File: config.mk
export PLATFORM = sky130hd
export DESIGN_NAME = mcuifd_top
export DESIGN_NICKNAME = d
export VERILOG_FILES = /design/src/mcuifd_pkg.sv /design/src/mcuifd_opclass.sv /design/src/mcuifd_top.sv
export SDC_FILE = /design/constraint.sdc
export NUM_CORES = 1
export LEC_CHECK = 0
export BUFFER_PORTS_ARGS = -buffer_cell sky130_fd_sc_hd__buf_4
export CORE_ASPECT_RATIO = 1.2
export CORE_MARGIN = 4
export CORE_UTILIZATION = 55
export CTS_CLUSTER_SIZE = 16
export DETAILED_ROUTE_END_ITERATION = 8
export GPL_TIMING_DRIVEN = 0
export HOLD_SLACK_MARGIN = 0.06
export PLACE_DENSITY_LB_ADDON = 0.08
export SETUP_SLACK_MARGIN = 0.5
export SYNTH_ARGS = -nofsm -noshare
export SYNTH_HDL_FRONTEND = slang
export SYNTH_SLANG_ARGS = --single-unit
File: constraint.sdc
create_clock -name CLK -period 6.1 [get_ports CLK]
set_input_delay 0.915 -clock CLK [delete_from_list [all_inputs] [get_ports CLK]]
set_output_delay 0.915 -clock CLK [all_outputs]
set_load 0.05 [all_outputs]
File: src/mcuifd_pkg.sv
// constants, types and carriers for the instruction format decoder
package mcuifd_pkg;

    localparam logic [1:0] LEN_ONE = 2'h1;
    localparam logic [1:0] LEN_TWO = 2'h2;
    localparam logic [1:0] LEN_THREE = 2'h3;

    localparam logic [15:0] PC_RESET = 16'h0000;
    localparam logic [15:0] PC_STEP = 16'h0001;
    localparam logic [7:0] SFR_BASE = 8'h80;
    localparam logic [3:0] XMOVE_BASE_CYCLES = 4'h1;
    localparam logic [7:0] BYTE_ZERO = 8'h00;

    // flag mask bit positions
    localparam int FLAG_P = 3;
    localparam int FLAG_OV = 2;
    localparam int FLAG_AC = 1;
    localparam int FLAG_CY = 0;

    typedef enum logic [1:0] {
        FETCH_OP = 2'b00,
        FETCH_B1 = 2'b01,
        FETCH_B2 = 2'b10,
        EXEC_WAIT = 2'b11
    } mcuifd_state_t;

    typedef enum logic [1:0] {
        OPND_NONE = 2'b00,
        OPND_REG = 2'b01,
        OPND_IND = 2'b10
    } mcuifd_opnd_t;

    typedef struct packed {
        logic [7:0] opcode;
        logic [7:0] opnd1;
        logic [7:0] opnd2;
        logic [1:0] len;
    } mcuifd_insn_t;

    typedef struct packed {
        logic [1:0] len;
        logic [3:0] flags;
        mcuifd_opnd_t opnd;
        logic has_direct;
        logic rel2;
        logic is_rel;
        logic abs11;
        logic abs16;
        logic movx;
    } mcuifd_class_t;

endpackage

File: src/mcuifd_opclass.sv
// opcode classifier: length, operand form, flag effects
`timescale 1ns/1ps
module mcuifd_opclass (
    input wire logic [7:0] opcode, // opcode byte
    output mcuifd_pkg::mcuifd_class_t cls // decoded class
);
    logic [1:0] len;
    logic [3:0] flags;
    logic has_direct;

    // priority order matters: three-byte codes are matched before broad two-byte patterns
    always_comb begin
        casez (opcode)
            8'h02, 8'h12, 8'h10, 8'h20, 8'h30, 8'h43, 8'h53, 8'h63,
            8'h75, 8'h85, 8'h90, 8'hB4, 8'hB5, 8'hD5, 8'b1011_011?, 8'b1011_1???:
                len = mcuifd_pkg::LEN_THREE;
            8'h?1, 8'h40, 8'h50, 8'h60, 8'h70, 8'h80, 8'b0???0101, 8'h95,
            8'h24, 8'h34, 8'h44, 8'h54, 8'h64, 8'h74, 8'h94,
            8'h42, 8'h52, 8'h62, 8'h72, 8'h82, 8'h92, 8'hA0, 8'hA2, 8'hB0, 8'hB2,
            8'hC0, 8'hC2, 8'hD0, 8'hD2, 8'hC5, 8'hE5, 8'hF5,
            8'b1000_011?, 8'b1000_1???, 8'b0111_011?, 8'b0111_1???,
            8'b1010_011?, 8'b1010_1???, 8'b1101_1???:
                len = mcuifd_pkg::LEN_TWO;
            default:
                len = mcuifd_pkg::LEN_ONE;
        endcase
    end

    // flag mask order is P, OV, AC, CY
    always_comb begin
        casez (opcode)
            8'b001?01??, 8'b001?1???, 8'b1001_01??, 8'b1001_1???:
                flags = 4'b1111;
            8'hA4, 8'h84:
                flags = 4'b1101;
            8'hD4, 8'h33, 8'h13:
                flags = 4'b1001;
            8'h04, 8'h14, 8'hE4, 8'hF4, 8'h74, 8'h83, 8'h93, 8'hE0, 8'hE2, 8'hE3, 8'hC5,
            8'b010?01??, 8'b010?1???, 8'b0110_01??, 8'b0110_1???,
            8'b1110_01??, 8'b1110_1???, 8'b1100_011?, 8'b1100_1???, 8'b1101_011?:
                flags = 4'b1000;
            8'h72, 8'h82, 8'hA0, 8'hB0, 8'hA2, 8'hB3, 8'hC3, 8'hD3:
                flags = 4'b0001;
            default:
                flags = 4'b0000;
        endcase
    end

    always_comb begin
        casez (opcode)
            8'b0???0101, 8'h95, 8'h42, 8'h43, 8'h52, 8'h53, 8'h62, 8'h63, 8'h85,
            8'b1000_011?, 8'b1000_1???, 8'b1010_011?, 8'b1010_1???,
            8'hC0, 8'hD0, 8'hC5, 8'hD5, 8'hE5, 8'hF5, 8'hB5:
                has_direct = 1'b1;
            default:
                has_direct = 1'b0;
        endcase
    end

    wire is_rn = opcode[3];
    wire is_ri = (opcode[3:1] == 3'b011) || (opcode[7:5] == 3'b111 && opcode[3:1] == 3'b001);
    wire rel_two = (opcode == 8'h40) || (opcode == 8'h50) || (opcode == 8'h60) || (opcode == 8'h70)
        || (opcode == 8'h80) || (opcode[7:3] == 5'b11011);
    wire rel_three = (opcode == 8'h10) || (opcode == 8'h20) || (opcode == 8'h30) || (opcode == 8'hD5)
        || (opcode[7:2] == 6'b101101) || (opcode[7:3] == 5'b10111);

    assign cls.len = len;
    assign cls.flags = flags;
    assign cls.opnd = is_rn ? mcuifd_pkg::OPND_REG
        : (is_ri ? mcuifd_pkg::OPND_IND : mcuifd_pkg::OPND_NONE);
    assign cls.has_direct = has_direct;
    assign cls.rel2 = rel_three;
    assign cls.is_rel = rel_two || rel_three;
    assign cls.abs11 = (opcode[3:0] == 4'h1);
    assign cls.abs16 = (opcode == 8'h02) || (opcode == 8'h12);
    assign cls.movx = (opcode[7:5] == 3'b111) && (opcode[3:0] == 4'h0 || opcode[3:1] == 3'b001);
endmodule

File: src/mcuifd_top.sv
// instruction fetch sequencer and operand form decoder
`timescale 1ns/1ps
module mcuifd_top (
    input wire logic CLK, // core clock
    input wire logic RST_N, // synchronous reset, active low
    input wire logic [7:0] PM_DATA, // program memory byte at PM_ADDR
    input wire logic PM_VALID, // PM_DATA is valid this cycle
    input wire logic [1:0] BANK_SEL, // active register bank
    input wire logic [2:0] EXTERNAL_ACCESS_TIMING_CONTROL, // external move timing field
    input wire logic EXEC_DONE, // core finished the decoded instruction
    input wire logic EXEC_TAKE, // branch condition met
    input wire logic EXEC_LOAD, // load counter from EXEC_ADDR instead
    input wire logic [15:0] EXEC_ADDR, // computed target for indirect jumps and returns
    output logic [15:0] PM_ADDR, // program counter, fetch address
    output logic PM_RD, // fetch request
    output logic INSN_VALID, // one-cycle pulse, new instruction
    output mcuifd_pkg::mcuifd_insn_t INSN, // opcode, operands, length
    output mcuifd_pkg::mcuifd_opnd_t OPND_KIND, // register operand form
    output logic [4:0] REG_ADDR, // bank and working register
    output logic [7:0] DIRECT_ADDR, // direct operand address
    output logic DIRECT_SFR, // direct address is in register space
    output logic [15:0] BRANCH_TARGET, // target if branch applies
    output logic [3:0] FLAG_MASK, // flags touched: P, OV, AC, CY
    output logic [3:0] XMOVE_CYCLES // cycles of an external move, zero otherwise
);
    mcuifd_pkg::mcuifd_state_t state_reg, state_next;
    logic [7:0] op_reg;
    logic [7:0] b1_reg;
    mcuifd_pkg::mcuifd_class_t cls;

    ////////////////////////////////////////////////////////////////////////
    // decode of the byte stream

    wire take = PM_RD && PM_VALID;
    wire [7:0] op_now = (state_reg == mcuifd_pkg::FETCH_OP) ? PM_DATA : op_reg;
    wire [7:0] byte1_now = (state_reg == mcuifd_pkg::FETCH_B1) ? PM_DATA : b1_reg;
    wire [7:0] byte2_now = (state_reg == mcuifd_pkg::FETCH_B2) ? PM_DATA : mcuifd_pkg::BYTE_ZERO;

    mcuifd_opclass u_class (
        .opcode(op_now),
        .cls(cls)
    );

    wire last_byte = take && ((state_reg == mcuifd_pkg::FETCH_OP && cls.len == mcuifd_pkg::LEN_ONE)
        || (state_reg == mcuifd_pkg::FETCH_B1 && cls.len == mcuifd_pkg::LEN_TWO)
        || (state_reg == mcuifd_pkg::FETCH_B2));

    // counter stands on the last byte when the target forms, one more passes the whole instruction
    wire [15:0] pc_after = PM_ADDR + mcuifd_pkg::PC_STEP;
    wire [7:0] rel_byte = cls.rel2 ? byte2_now : byte1_now;
    wire [15:0] rel_target = pc_after + {{8{rel_byte[7]}}, rel_byte};
    wire [15:0] abs11_target = {pc_after[15:11], op_now[7:5], byte1_now};
    wire [15:0] abs16_target = {byte1_now, byte2_now};
    wire [15:0] target_next = cls.abs16 ? abs16_target
        : (cls.abs11 ? abs11_target : (cls.is_rel ? rel_target : pc_after));

    wire [4:0] reg_addr_next = (cls.opnd == mcuifd_pkg::OPND_REG) ? {BANK_SEL, op_now[2:0]}
        : ((cls.opnd == mcuifd_pkg::OPND_IND) ? {BANK_SEL, 2'b00, op_now[0]} : 5'h00);

    wire [3:0] xmove_next = cls.movx
        ? ({1'b0, EXTERNAL_ACCESS_TIMING_CONTROL} + mcuifd_pkg::XMOVE_BASE_CYCLES) : 4'h0;

    // opnd bytes of a one-byte instruction are forced to zero, its operand lives in the opcode
    wire [7:0] opnd1_next = (cls.len == mcuifd_pkg::LEN_ONE) ? mcuifd_pkg::BYTE_ZERO : byte1_now;
    wire [7:0] opnd2_next = byte2_now;

    ////////////////////////////////////////////////////////////////////////
    // fetch sequencer

    always_comb begin
        state_next = state_reg;
        unique case (state_reg)
            mcuifd_pkg::FETCH_OP: begin
                if (take) begin
                    state_next = (cls.len == mcuifd_pkg::LEN_ONE) ? mcuifd_pkg::EXEC_WAIT : mcuifd_pkg::FETCH_B1;
                end
            end
            mcuifd_pkg::FETCH_B1: begin
                if (take) begin
                    state_next = (cls.len == mcuifd_pkg::LEN_TWO) ? mcuifd_pkg::EXEC_WAIT : mcuifd_pkg::FETCH_B2;
                end
            end
            mcuifd_pkg::FETCH_B2: begin
                if (take) begin
                    state_next = mcuifd_pkg::EXEC_WAIT;
                end
            end
            mcuifd_pkg::EXEC_WAIT: begin
                if (EXEC_DONE) begin
                    state_next = mcuifd_pkg::FETCH_OP;
                end
            end
        endcase
    end

    wire exec_end = (state_reg == mcuifd_pkg::EXEC_WAIT) && EXEC_DONE;
    // a load from the core outranks a taken branch: returns and table jumps
    wire [15:0] pc_next = take ? pc_after
        : (exec_end && EXEC_LOAD ? EXEC_ADDR
        : (exec_end && EXEC_TAKE ? BRANCH_TARGET : PM_ADDR));

    always_ff @(posedge CLK) begin
        if (!RST_N) begin
            state_reg <= mcuifd_pkg::FETCH_OP;
            PM_ADDR <= mcuifd_pkg::PC_RESET;
            PM_RD <= 1'b1;
            INSN_VALID <= 1'b0;
            op_reg <= mcuifd_pkg::BYTE_ZERO;
            b1_reg <= mcuifd_pkg::BYTE_ZERO;
        end else begin
            state_reg <= state_next;
            PM_ADDR <= pc_next;
            PM_RD <= (state_next != mcuifd_pkg::EXEC_WAIT);
            INSN_VALID <= last_byte;
            if (take && state_reg == mcuifd_pkg::FETCH_OP) begin
                op_reg <= PM_DATA;
            end
            if (take && state_reg == mcuifd_pkg::FETCH_B1) begin
                b1_reg <= PM_DATA;
            end
        end
    end

    always_ff @(posedge CLK) begin
        if (!RST_N) begin
            INSN <= '0;
            OPND_KIND <= mcuifd_pkg::OPND_NONE;
            REG_ADDR <= 5'h00;
            DIRECT_ADDR <= mcuifd_pkg::BYTE_ZERO;
            DIRECT_SFR <= 1'b0;
            BRANCH_TARGET <= mcuifd_pkg::PC_RESET;
            FLAG_MASK <= 4'h0;
            XMOVE_CYCLES <= 4'h0;
        end else if (last_byte) begin
            INSN <= '{opcode: op_now, opnd1: opnd1_next, opnd2: opnd2_next, len: cls.len};
            OPND_KIND <= cls.opnd;
            REG_ADDR <= reg_addr_next;
            DIRECT_ADDR <= cls.has_direct ? byte1_now : mcuifd_pkg::BYTE_ZERO;
            DIRECT_SFR <= cls.has_direct && (byte1_now >= mcuifd_pkg::SFR_BASE);
            BRANCH_TARGET <= target_next;
            FLAG_MASK <= cls.flags;
            XMOVE_CYCLES <= xmove_next;
        end
    end
endmodule

After elaboration in Yosys (flattened, before gate mapping):

Index checks and enable logic that the tools add are counted.

* add/subtract/negate cells: 3
* order comparisons: 1
* eq/ne operators: 97
* multiplexer cells: 28
* reduce and logical (&&, ||, !) cells: 39

Operators by type and width (count)
* $eq A8 B8 Y1 const B: 34
* $eq A8 B7 Y1 const B: 16
* $mux W16: 6
* $mux W8: 6
* $eq A8 B6 Y1 const B: 5
* $reduce_or A20 Y1: 2
* $reduce_or A39 Y1: 1
* $eq A5 B5 Y1 const B: 7
* $eq A7 B7 Y1 const B: 5
* $eq A8 B5 Y1 const B: 4
* $pmux W4 S5: 1
* $eq A6 B6 Y1 const B: 3
* $mux W2: 9
* $add A16 B1 Y16 const B: 1
* $add A16 B16 Y16: 1
* $logic_or A1 B1 Y1: 16
* $reduce_or A16 Y1: 1
* $eq A5 B4 Y1 const B: 3
* $logic_and A1 B1 Y1: 12
* $eq A5 B3 Y1 const B: 2
* $mux W5: 2
* $eq A2 B2 Y1 const B: 4
* $eq A8 B2 Y1 const B: 1
* $eq A8 B3 Y1 const B: 1
* other kinds (22): 25

* register bits: 102
* input bits: 35
* output and inout bits: 84
* logic and storage cells: 185

Logic depth before layout (Yosys ltp):

Gate-level depths: netlist of the first run.

* word-level depth: 13
* depth in mapped cells: 19
* depth with buffers taken out: 17

Modules after synthesis:

A second synthesis of the first run with hierarchy kept.

* cells, all modules: 984
* area total of the unflattened synthesis: 7231.9 um^2

By module, submodules not included
* mcuifd_top: instances 1, cells an instance 859, area each 6336.1 um^2, seq. area each 2042.0 um^2
* mcuifd_opclass: instances 1, cells an instance 125, area each 895.9 um^2, seq. area each 0.0 um^2

Least setup slack after synthesis of the first run:

Ideal clock, no wire load.

* kind: input -> register
* start: input PM_DATA[0]
* end: register BRANCH_TARGET[14]
* setup time: 0.132 ns
* arrival: 5.563 ns
* required time: 5.968 ns
* path slack: 0.405 ns
* stages on the path: 18
* path buffers: 2
* cell sequence: clkbuf_1 -> or4b_2 -> o21a_1 -> or2_2 -> o221ai_1 -> clkbuf_1 -> o21ai_0 -> ha_1 -> fa_1 -> a21o_1 -> a2111oi_0 -> o21ai_0 -> a31oi_1 -> a21oi_1 -> xnor2_1 -> nor2_1 -> o311ai_1 -> a21oi_1

* cells in the longest elaborated chain, start to end: 12
* elaborated cells on any way between the ends: 77
* classes of those cells: add/sub (1); eq/ne (48); mux (9); reduce/logical (19)

RTL lines
* start: declaration: line mcuifd_top.sv:6 `input wire logic [7:0] PM_DATA,`
* $mux W8: line mcuifd_top.sv:35 `wire [7:0] op_now = (state_reg == mcuifd_pkg::FETCH_OP) ? PM_DATA : op_reg;`
* $eq A8 B5 Y1 or $eq A8 B6 Y1 (tied branches): line mcuifd_opclass.sv:13, mcuifd_opclass.sv:64
* $logic_or A1 B1 Y1 (3 in series): line mcuifd_opclass.sv:64 `wire rel_three = (opcode == 8'h10) || (opcode == 8'h20) || (opcode == 8'h30) || (opcode == 8'hD5)`
* $logic_or A1 B1 Y1 (2 in series): line mcuifd_opclass.sv:65 `|| (opcode[7:2] == 6'b101101) || (opcode[7:3] == 5'b10111);`
* $mux W8: line mcuifd_top.sv:50 `wire [7:0] rel_byte = cls.rel2 ? byte2_now : byte1_now;`
* $add A16 B16 Y16: line mcuifd_top.sv:51 `wire [15:0] rel_target = pc_after + {{8{rel_byte[7]}}, rel_byte};`
* $mux W16 (2 in series): line mcuifd_top.sv:55 `: (cls.abs11 ? abs11_target : (cls.is_rel ? rel_target : pc_after));`
* $mux W16: line mcuifd_top.sv:54 `wire [15:0] target_next = cls.abs16 ? abs16_target`
* end signal: assignment: line mcuifd_top.sv:131 `BRANCH_TARGET <= mcuifd_pkg::PC_RESET;`
* end signal: assignment: line mcuifd_top.sv:140 `BRANCH_TARGET <= target_next;`
* end: declaration: line mcuifd_top.sv:22 `output logic [15:0] BRANCH_TARGET,`

Several ways; a longest one is shown, not always the timed one.
A chain may end at the register's enable or synchronous reset.

Final worst setup path of the first run:

* start: input PM_DATA[0]
* end: register BRANCH_TARGET[15]

Same word-level chain as after synthesis.

==> flow_summary_export.csv, run 1 <==
group,metric,value,unit
outcome,status,"finished clean",
run,max_cap_viol_count,0,
power_and_ir_drop,max-vdd-ir-drop,0.000250,V
cells_and_area,layout_common_cells,"buf_4, nand2_1, nor2_1",
sta,fin_ws,0.815,ns
drt,drt_iter0_markers,787,
clocking,clk_pin_slew,0.07,ns
logic_synthesis,yosys_register_bits,101,
drt,drc,0,
sta,maxSlewHeadroom,32.1,%
global_route,grt_max_degree,18,
setup_path,critical_path_arrival,5.52,ns
cells_and_area,largestRegisters,"INSN: 26 flops, BRANCH_TARGET: 16 flops, PM_ADDR: 16 flops",
sta,period_minus_slack,5.29,ns
power_and_ir_drop,swShare,47.5,%
power_and_ir_drop,p_leak,3.39,nW
clocking,clk_latency,0.35,ns
sta,drv_slew,0,
cells_and_area,fin_area,0.00813,mm2
clocking,holdBufCountCts,0,
place,place_hpwl,18300,um
logic_synthesis,syn_inst,887,
cells_and_area,finalNetCount,1070,
min_path,hold_path.class,"reg -> reg",
setup_path,path_cells,"clkbuf_2 -> or4b_2 -> o21a_1 -> or2_2 -> o221ai_4 -> buf_4 -> mux2i_2 -> ha_1 -> and3_1 -> and3_1 -> a21oi_1 -> nand3_1 -> a41oi_1 -> xor2_1 -> or3_1 -> a31oi_1 -> a21oi_1",
setup_path,crit_required,6.34,ns
clocking,root_buffer,"clkbuf_16",
floorplan,die-width,109,um
logic_synthesis,ys_warn_count,0,
logic_synthesis,synth.distinct_cells,68,
power_and_ir_drop,pwr-share-comb,52.2,%
clocking,cts_buffer_depth,2,
drt,drtAntennaViolNets,0,
sta,hold_violations,0,
floorplan,core,0.0117,mm2
place,portBuffers,116,
sta,period_share,86.6,%
global_route,grtUsageTotal,34.4,%
logic_synthesis,synthArstFlopShare,0,%
clocking,cts_sinks,101,
cells_and_area,n_antenna_cell,0,
cells_and_area,drive_above_1_share,18.2,%
floorplan,ios,119,
drt,vias,7479,
sta,tightest_slew,1.01,ns
clocking,cts_buffers,9,
logic_synthesis,synth_edf_count,0,
cells_and_area,regMostFlops,"INSN",
power_and_ir_drop,pwr-share-seq,27.4,%
drt,drt-wirelength-per-cell,20.8,um
logic_synthesis,syn_nets,940,
sta,clock_skew,0.00707,ns
global_route,overflow,0,
drt,drt-total-wl,24500,um
place,place_area,0.00774,mm2
sta,rsz0062_at_grt,"no",
cells_and_area,fillers,1058,
setup_path,crit_fanout,10,
global_route,grt_pass1_vias,6941,
setup_path,cp-end-kind,"flip-flop",
floorplan,rows,43,
logic_synthesis,synth-seq-area-share,30.3,%
setup_path,critPathSlowestCell,"or4b_2",
cells_and_area,area_growth,22.0,%
floorplan,initial_core_util,56.8,%
power_and_ir_drop,p_sw,1.45,mW
place,globalplace.congestion,0.999,
power_and_ir_drop,p_clk_share,20.4,%
setup_path,worst_path_largest_cell_delay,0.64,ns
power_and_ir_drop,p_per_area,375,mW/mm2
floorplan,die_area,0.0140,mm2
cells_and_area,largest_reg_flops,26,
sta,fmax,189,MHz
setup_path,worst_setup_path_start_kind,"primary input",
setup_path,crit_type,"in -> reg",
global_route,grt_first_pass_wirelength,37200,um
cells_and_area,layout_commonest_cell,"buf_4",
clocking,cts_tree,"yes",
power_and_ir_drop,cell_internal_pwr,1.60,mW
logic_synthesis,synth_area,0.00667,mm2
global_route,antenna_found_initial,0,
logic_synthesis,yosys_most_used_dff,"dfxtp_1",
logic_synthesis,synth.avg_cell_area,7.52,um2
cells_and_area,multi_input_area,0.00436,mm2
drt,firstDrtPassIters,7,
floorplan,fp.dieH,129,um
place,pre_cts_slack,-0.911,ns
sta,setup_viol,0,
cells_and_area,seqCellArea,0.00202,mm2
drt,via_per_inst,6.34,
clocking,htree_num_levels,3,
## power by group through the flow
stage | Combinational (mW) | Sequential (mW) | Clock [mW]
after floorplan | 0.824 | 1.10 | 0
after global placement | 1.54 | 0.845 | 0
after CTS | 1.55 | 0.831 | 0.621
after global routing | 1.68 | 0.844 | 0.652
after detailed placement | 1.54 | 0.845 | 0
final | 1.59 | 0.834 | 0.621
## timing repair
action / CTS / global route
resized for setup: 7 / 9
setup buffers: 0 / 3
pin swaps: 0 / 4
setup endpoints to repair: 8 / 6
## layout make-up
| class | instances | share of cell area [%] |
|---|---|---|
| multi-input cells | 706 | 53.6 |
| flip-flops and latches | 101 | 24.9 |
| repair buffers | 119 | 11.0 |
| plain buffers | 63 | 3.46 |
| clock buffers | 11 | 3.11 |
| well taps | 157 | 2.42 |
| clock inverters | 5 | 0.785 |
| inverters | 17 | 0.785 |
## metal layers
layer / track usage (%) / up-vias / routed length, um
met5: 0 / - / 0
met4: 19.5 / 0 / 1470
met3: 5.62 / 113 / 2070
met2: 57.0 / 405 / 11600
met1: 42.2 / 3505 / 9370
li1: - / 3456 / -
## Yosys cell counts, drive strengths merged, types with 15 or more instances
master / count / share of area, %
mux2i: 44 / 6.7
inv: 16 / 0.90
nand2b: 20 / 1.9
a31oi: 17 / 1.7
a211oi: 28 / 3.2
xor2: 15 / 2.0
a21oi: 75 / 5.6
buf: 18 / 1.6
nand3: 46 / 3.5
clkbuf: 45 / 2.5
nand2: 110 / 6.2
nor3: 16 / 1.2
o21ai: 51 / 3.8
nor2: 107 / 6.1
dfxtp: 101 / 30
ha: 17 / 3.2
o211ai: 17 / 1.9
## worst paths after layout
check,from,end,slack (ns),cells after the start
worst min-delay path,b1_reg[5],b1_reg[5],0.46,2
worst max register to register,state_reg[1],BRANCH_TARGET[14],0.86,17
worst min register to register,b1_reg[5],b1_reg[5],0.46,2
worst max-delay path,PM_DATA[0],BRANCH_TARGET[15],0.81,17
## stage by stage
step	TNS (ns)	utilization [%]	power [mW]	instances	hold WS (ns)
after floorplan	0	-	1.92	887	0.436
final	0	69.3	3.05	1179	0.461
after global routing	0	69.3	3.18	1179	0.481
after CTS	0	69.0	3.00	1176	0.456
after global placement	-3.38	66.0	2.38	1160	0.441
after detailed placement	-3.40	66.0	2.39	1160	0.446
## kinds of logic after synthesis
| family | count (synthesis) | synth area share (%) |
|---|---|---|
| compound gates | 251 | 24.3 |
| xor+xnor | 29 | 3.81 |
| fa+ha+maj | 18 | 3.49 |
| buf+inv | 80 | 5.09 |
| flops | 101 | 30.3 |
| mux | 52 | 8.01 |
| simple gates | 356 | 24.9 |
## worst max-delay path, delay by kind of cell
kind	cells	cell delay, ns
buf+inv	2	0.45
fa+ha+maj	1	0.40
simple gates	6	1.91
compound gates	6	1.14
xor+xnor	1	0.10
mux	1	0.59
Power figures use the tool's default switching activity.
==> inputs of run 2 (changes only) <==
- CORE_UTILIZATION: 55 -> 50
==> run 2 against run 1 <==
  * Hold slack lost 0.0064 ns
  * Clock-buffer cell count decreased by 1
  * Clock power is 1% lower
  * Routed wire length grew 1.7%
  * Sequential power about the same
  * Via count decreased by 2.0%
  * Critical endpoint unchanged
  * Largest cell class unchanged
==> flow_summary_export.csv, run 2 (same netlist as run 1, synthesis figures left out) <==
group,metric,value,unit
floorplan,die_area,0.0153,mm2
setup_path,worst_setup_path_start_kind,"primary input",
setup_path,worst_path_largest_cell_delay,0.65,ns
floorplan,fp.dieH,135,um
global_route,grtUsageTotal,32.1,%
floorplan,die-width,113,um
global_route,grt_first_pass_wirelength,38000,um
place,place_hpwl,18900,um
outcome,status,"finished clean",
min_path,hold_path.class,"reg -> reg",
clocking,cts_tree,"yes",
floorplan,core,0.0128,mm2
place,portBuffers,116,
run,max_cap_viol_count,0,
global_route,grt_pass1_vias,7001,
clocking,cts_sinks,101,
cells_and_area,area_growth,22.0,%
cells_and_area,layout_common_cells,"buf_4, nand2_1, nor2_1",
global_route,grt_max_degree,18,
sta,tns,0,ns
sta,hold_violations,0,
setup_path,rr_endpoint,"BRANCH_TARGET[14]",
clocking,htree_num_levels,3,
sta,clock_skew,0.00466,ns
drt,drt-met1-wl,9790,um
cells_and_area,drive_above_1_share,18.3,%
clocking,cts_buffers,9,
drt,firstDrtPassIters,5,
drt,drt-total-wl,24900,um
sta,period_share,87.3,%
cells_and_area,largest_reg_flops,26,
floorplan,initial_core_util,51.9,%
drt,top_layer,"met4",
cells_and_area,regMostFlops,"INSN",
sta,maxSlewHeadroom,28.9,%
floorplan,rows,45,
sta,period_minus_slack,5.33,ns
drt,route.met3.wl,1660,um
setup_path,cp-end-kind,"flip-flop",
drt,via_per_inst,6.18,
clocking,clk_latency,0.36,ns
place,globalplace.congestion,1.00,
clocking,holdBufCountCts,0,
drt,drc,0,
drt,drt_iter0_markers,706,
cells_and_area,finalNetCount,1070,
setup_path,crit_type,"in -> reg",
power_and_ir_drop,p_per_area,375,mW/mm2
drt,wl_met2,11900,um
sta,tightest_slew,1.06,ns
sta,setup_viol,0,
sta,rsz0062_at_grt,"no",
power_and_ir_drop,power,3.05,mW
clocking,cts_buffer_depth,2,
drt,drtAntennaViolNets,0,
cells_and_area,fin_util,63.4,%
setup_path,critical_path_arrival,5.58,ns
cells_and_area,largestRegisters,"INSN: 26 flops, BRANCH_TARGET: 16 flops, PM_ADDR: 16 flops",
drt,drt-wirelength-per-cell,21.0,um
setup_path,r2r-start,"state_reg[1]",
setup_path,worst-r2r-setup-slack,0.92,ns
sta,fmax,188,MHz
setup_path,path_cells,"buf_4 -> or4b_2 -> o21ai_0 -> buf_4 -> nand3_1 -> o221ai_4 -> buf_4 -> mux2i_2 -> ha_1 -> and3_1 -> and3_1 -> a21oi_1 -> nand3_1 -> a41oi_1 -> xor2_1 -> or3_1 -> a31oi_1 -> a21oi_1",
cells_and_area,layout_commonest_cell,"buf_4",
setup_path,crit_path_end,"BRANCH_TARGET[15]",
power_and_ir_drop,max-vdd-ir-drop,0.000316,V
sta,drv_slew,0,
clocking,clk_pin_slew,0.07,ns
setup_path,crit_required,6.35,ns
drt,vias,7330,
setup_path,reg2reg_depth,17,
setup_path,cp-startpoint,"PM_DATA[6]",
clocking,root_buffer,"clkbuf_16",
setup_path,critPathSlowestCell,"or4b_2",
setup_path,cp_common_cell,"buf_4",
floorplan,ios,119,
global_route,antenna_found_initial,0,
power_and_ir_drop,p_leak,3.37,nW
global_route,overflow,0,
cells_and_area,n_antenna_cell,0,
setup_path,crit_fanout,10,
[run 2: cell count changes in the layout (fill, tap and decap cells not counted), moves of 2 or more]
cell / previous run / this run
mux2i_1: 42 / 39
clkinv_4: 0 / 2
inv_6: 3 / 0
mux2i_2: 2 / 5
[run 2: how the worst min path moves through the flow]
stage                          end            from  slack (ns)  cells past startpoint
global placement         b1_reg[0]       b1_reg[0]        0.44                      2
floorplan                b1_reg[0]       b1_reg[0]        0.44                      2
detailed placement  DIRECT_ADDR[7]  DIRECT_ADDR[7]        0.44                      1
finish              DIRECT_ADDR[7]  DIRECT_ADDR[7]        0.45                      1
global route        DIRECT_ADDR[7]  DIRECT_ADDR[7]        0.47                      1
CTS                      b1_reg[4]       b1_reg[4]        0.46                      2
[run 2: timing repair]
action,4_1_cts,5_1_grt
resized for setup,7,10
hold endpoints to repair,0,0
endpoints found under the setup margin,7,3
buffers inserted,0,2
pin swaps,0,1
[run 2: critical path, delay by kind of cell]
family,cells,cell delay [ns]
AOI/OAI and AO/OA,6,1.27
and+or+nand+nor,6,1.74
buffers and inverters,3,0.59
muxes,1,0.57
adders and majority gates,1,0.40
xor gates and xnor gates,1,0.10
[run 2: stage by stage]
step                cell area, um2  cells  setup slack (ns)  hold WS, ns
floorplan                     6670    887             0.541        0.436
global placement              7740   1167            -0.789        0.441
detailed placement            7740   1167            -0.804        0.440
CTS                           8090   1183             0.586        0.456
global route                  8130   1186             0.519        0.472
finish                        8130   1186             0.775        0.455
[run 2: where the power goes]
group          total (mW)  internal (mW)  switching [mW]
Combinational        1.60          0.503            1.10
Clock               0.614          0.333           0.281
Sequential          0.835          0.754          0.0808
[run 2: area by class of cell]
| class | instances | area, um2 |
|---|---|---|
| inverter | 17 | 63.8 |
| clock buffer | 10 | 239 |
| sequential | 101 | 2020 |
| clock inverter | 6 | 71.3 |
| timing repair buffer | 119 | 891 |
| buffer | 63 | 282 |
| tap | 164 | 205 |
| multi-input combinational | 706 | 4360 |
| fill | 1217 | 4700 |
[run 2: metal layers]
metal | global-route usage [%] | vias to the layer above
li1 | - | 3473
met1 | 38.2 | 3424
met2 | 53.8 | 338
met3 | 6.10 | 95
met4 | 18.8 | 0
met5 | 0 | -
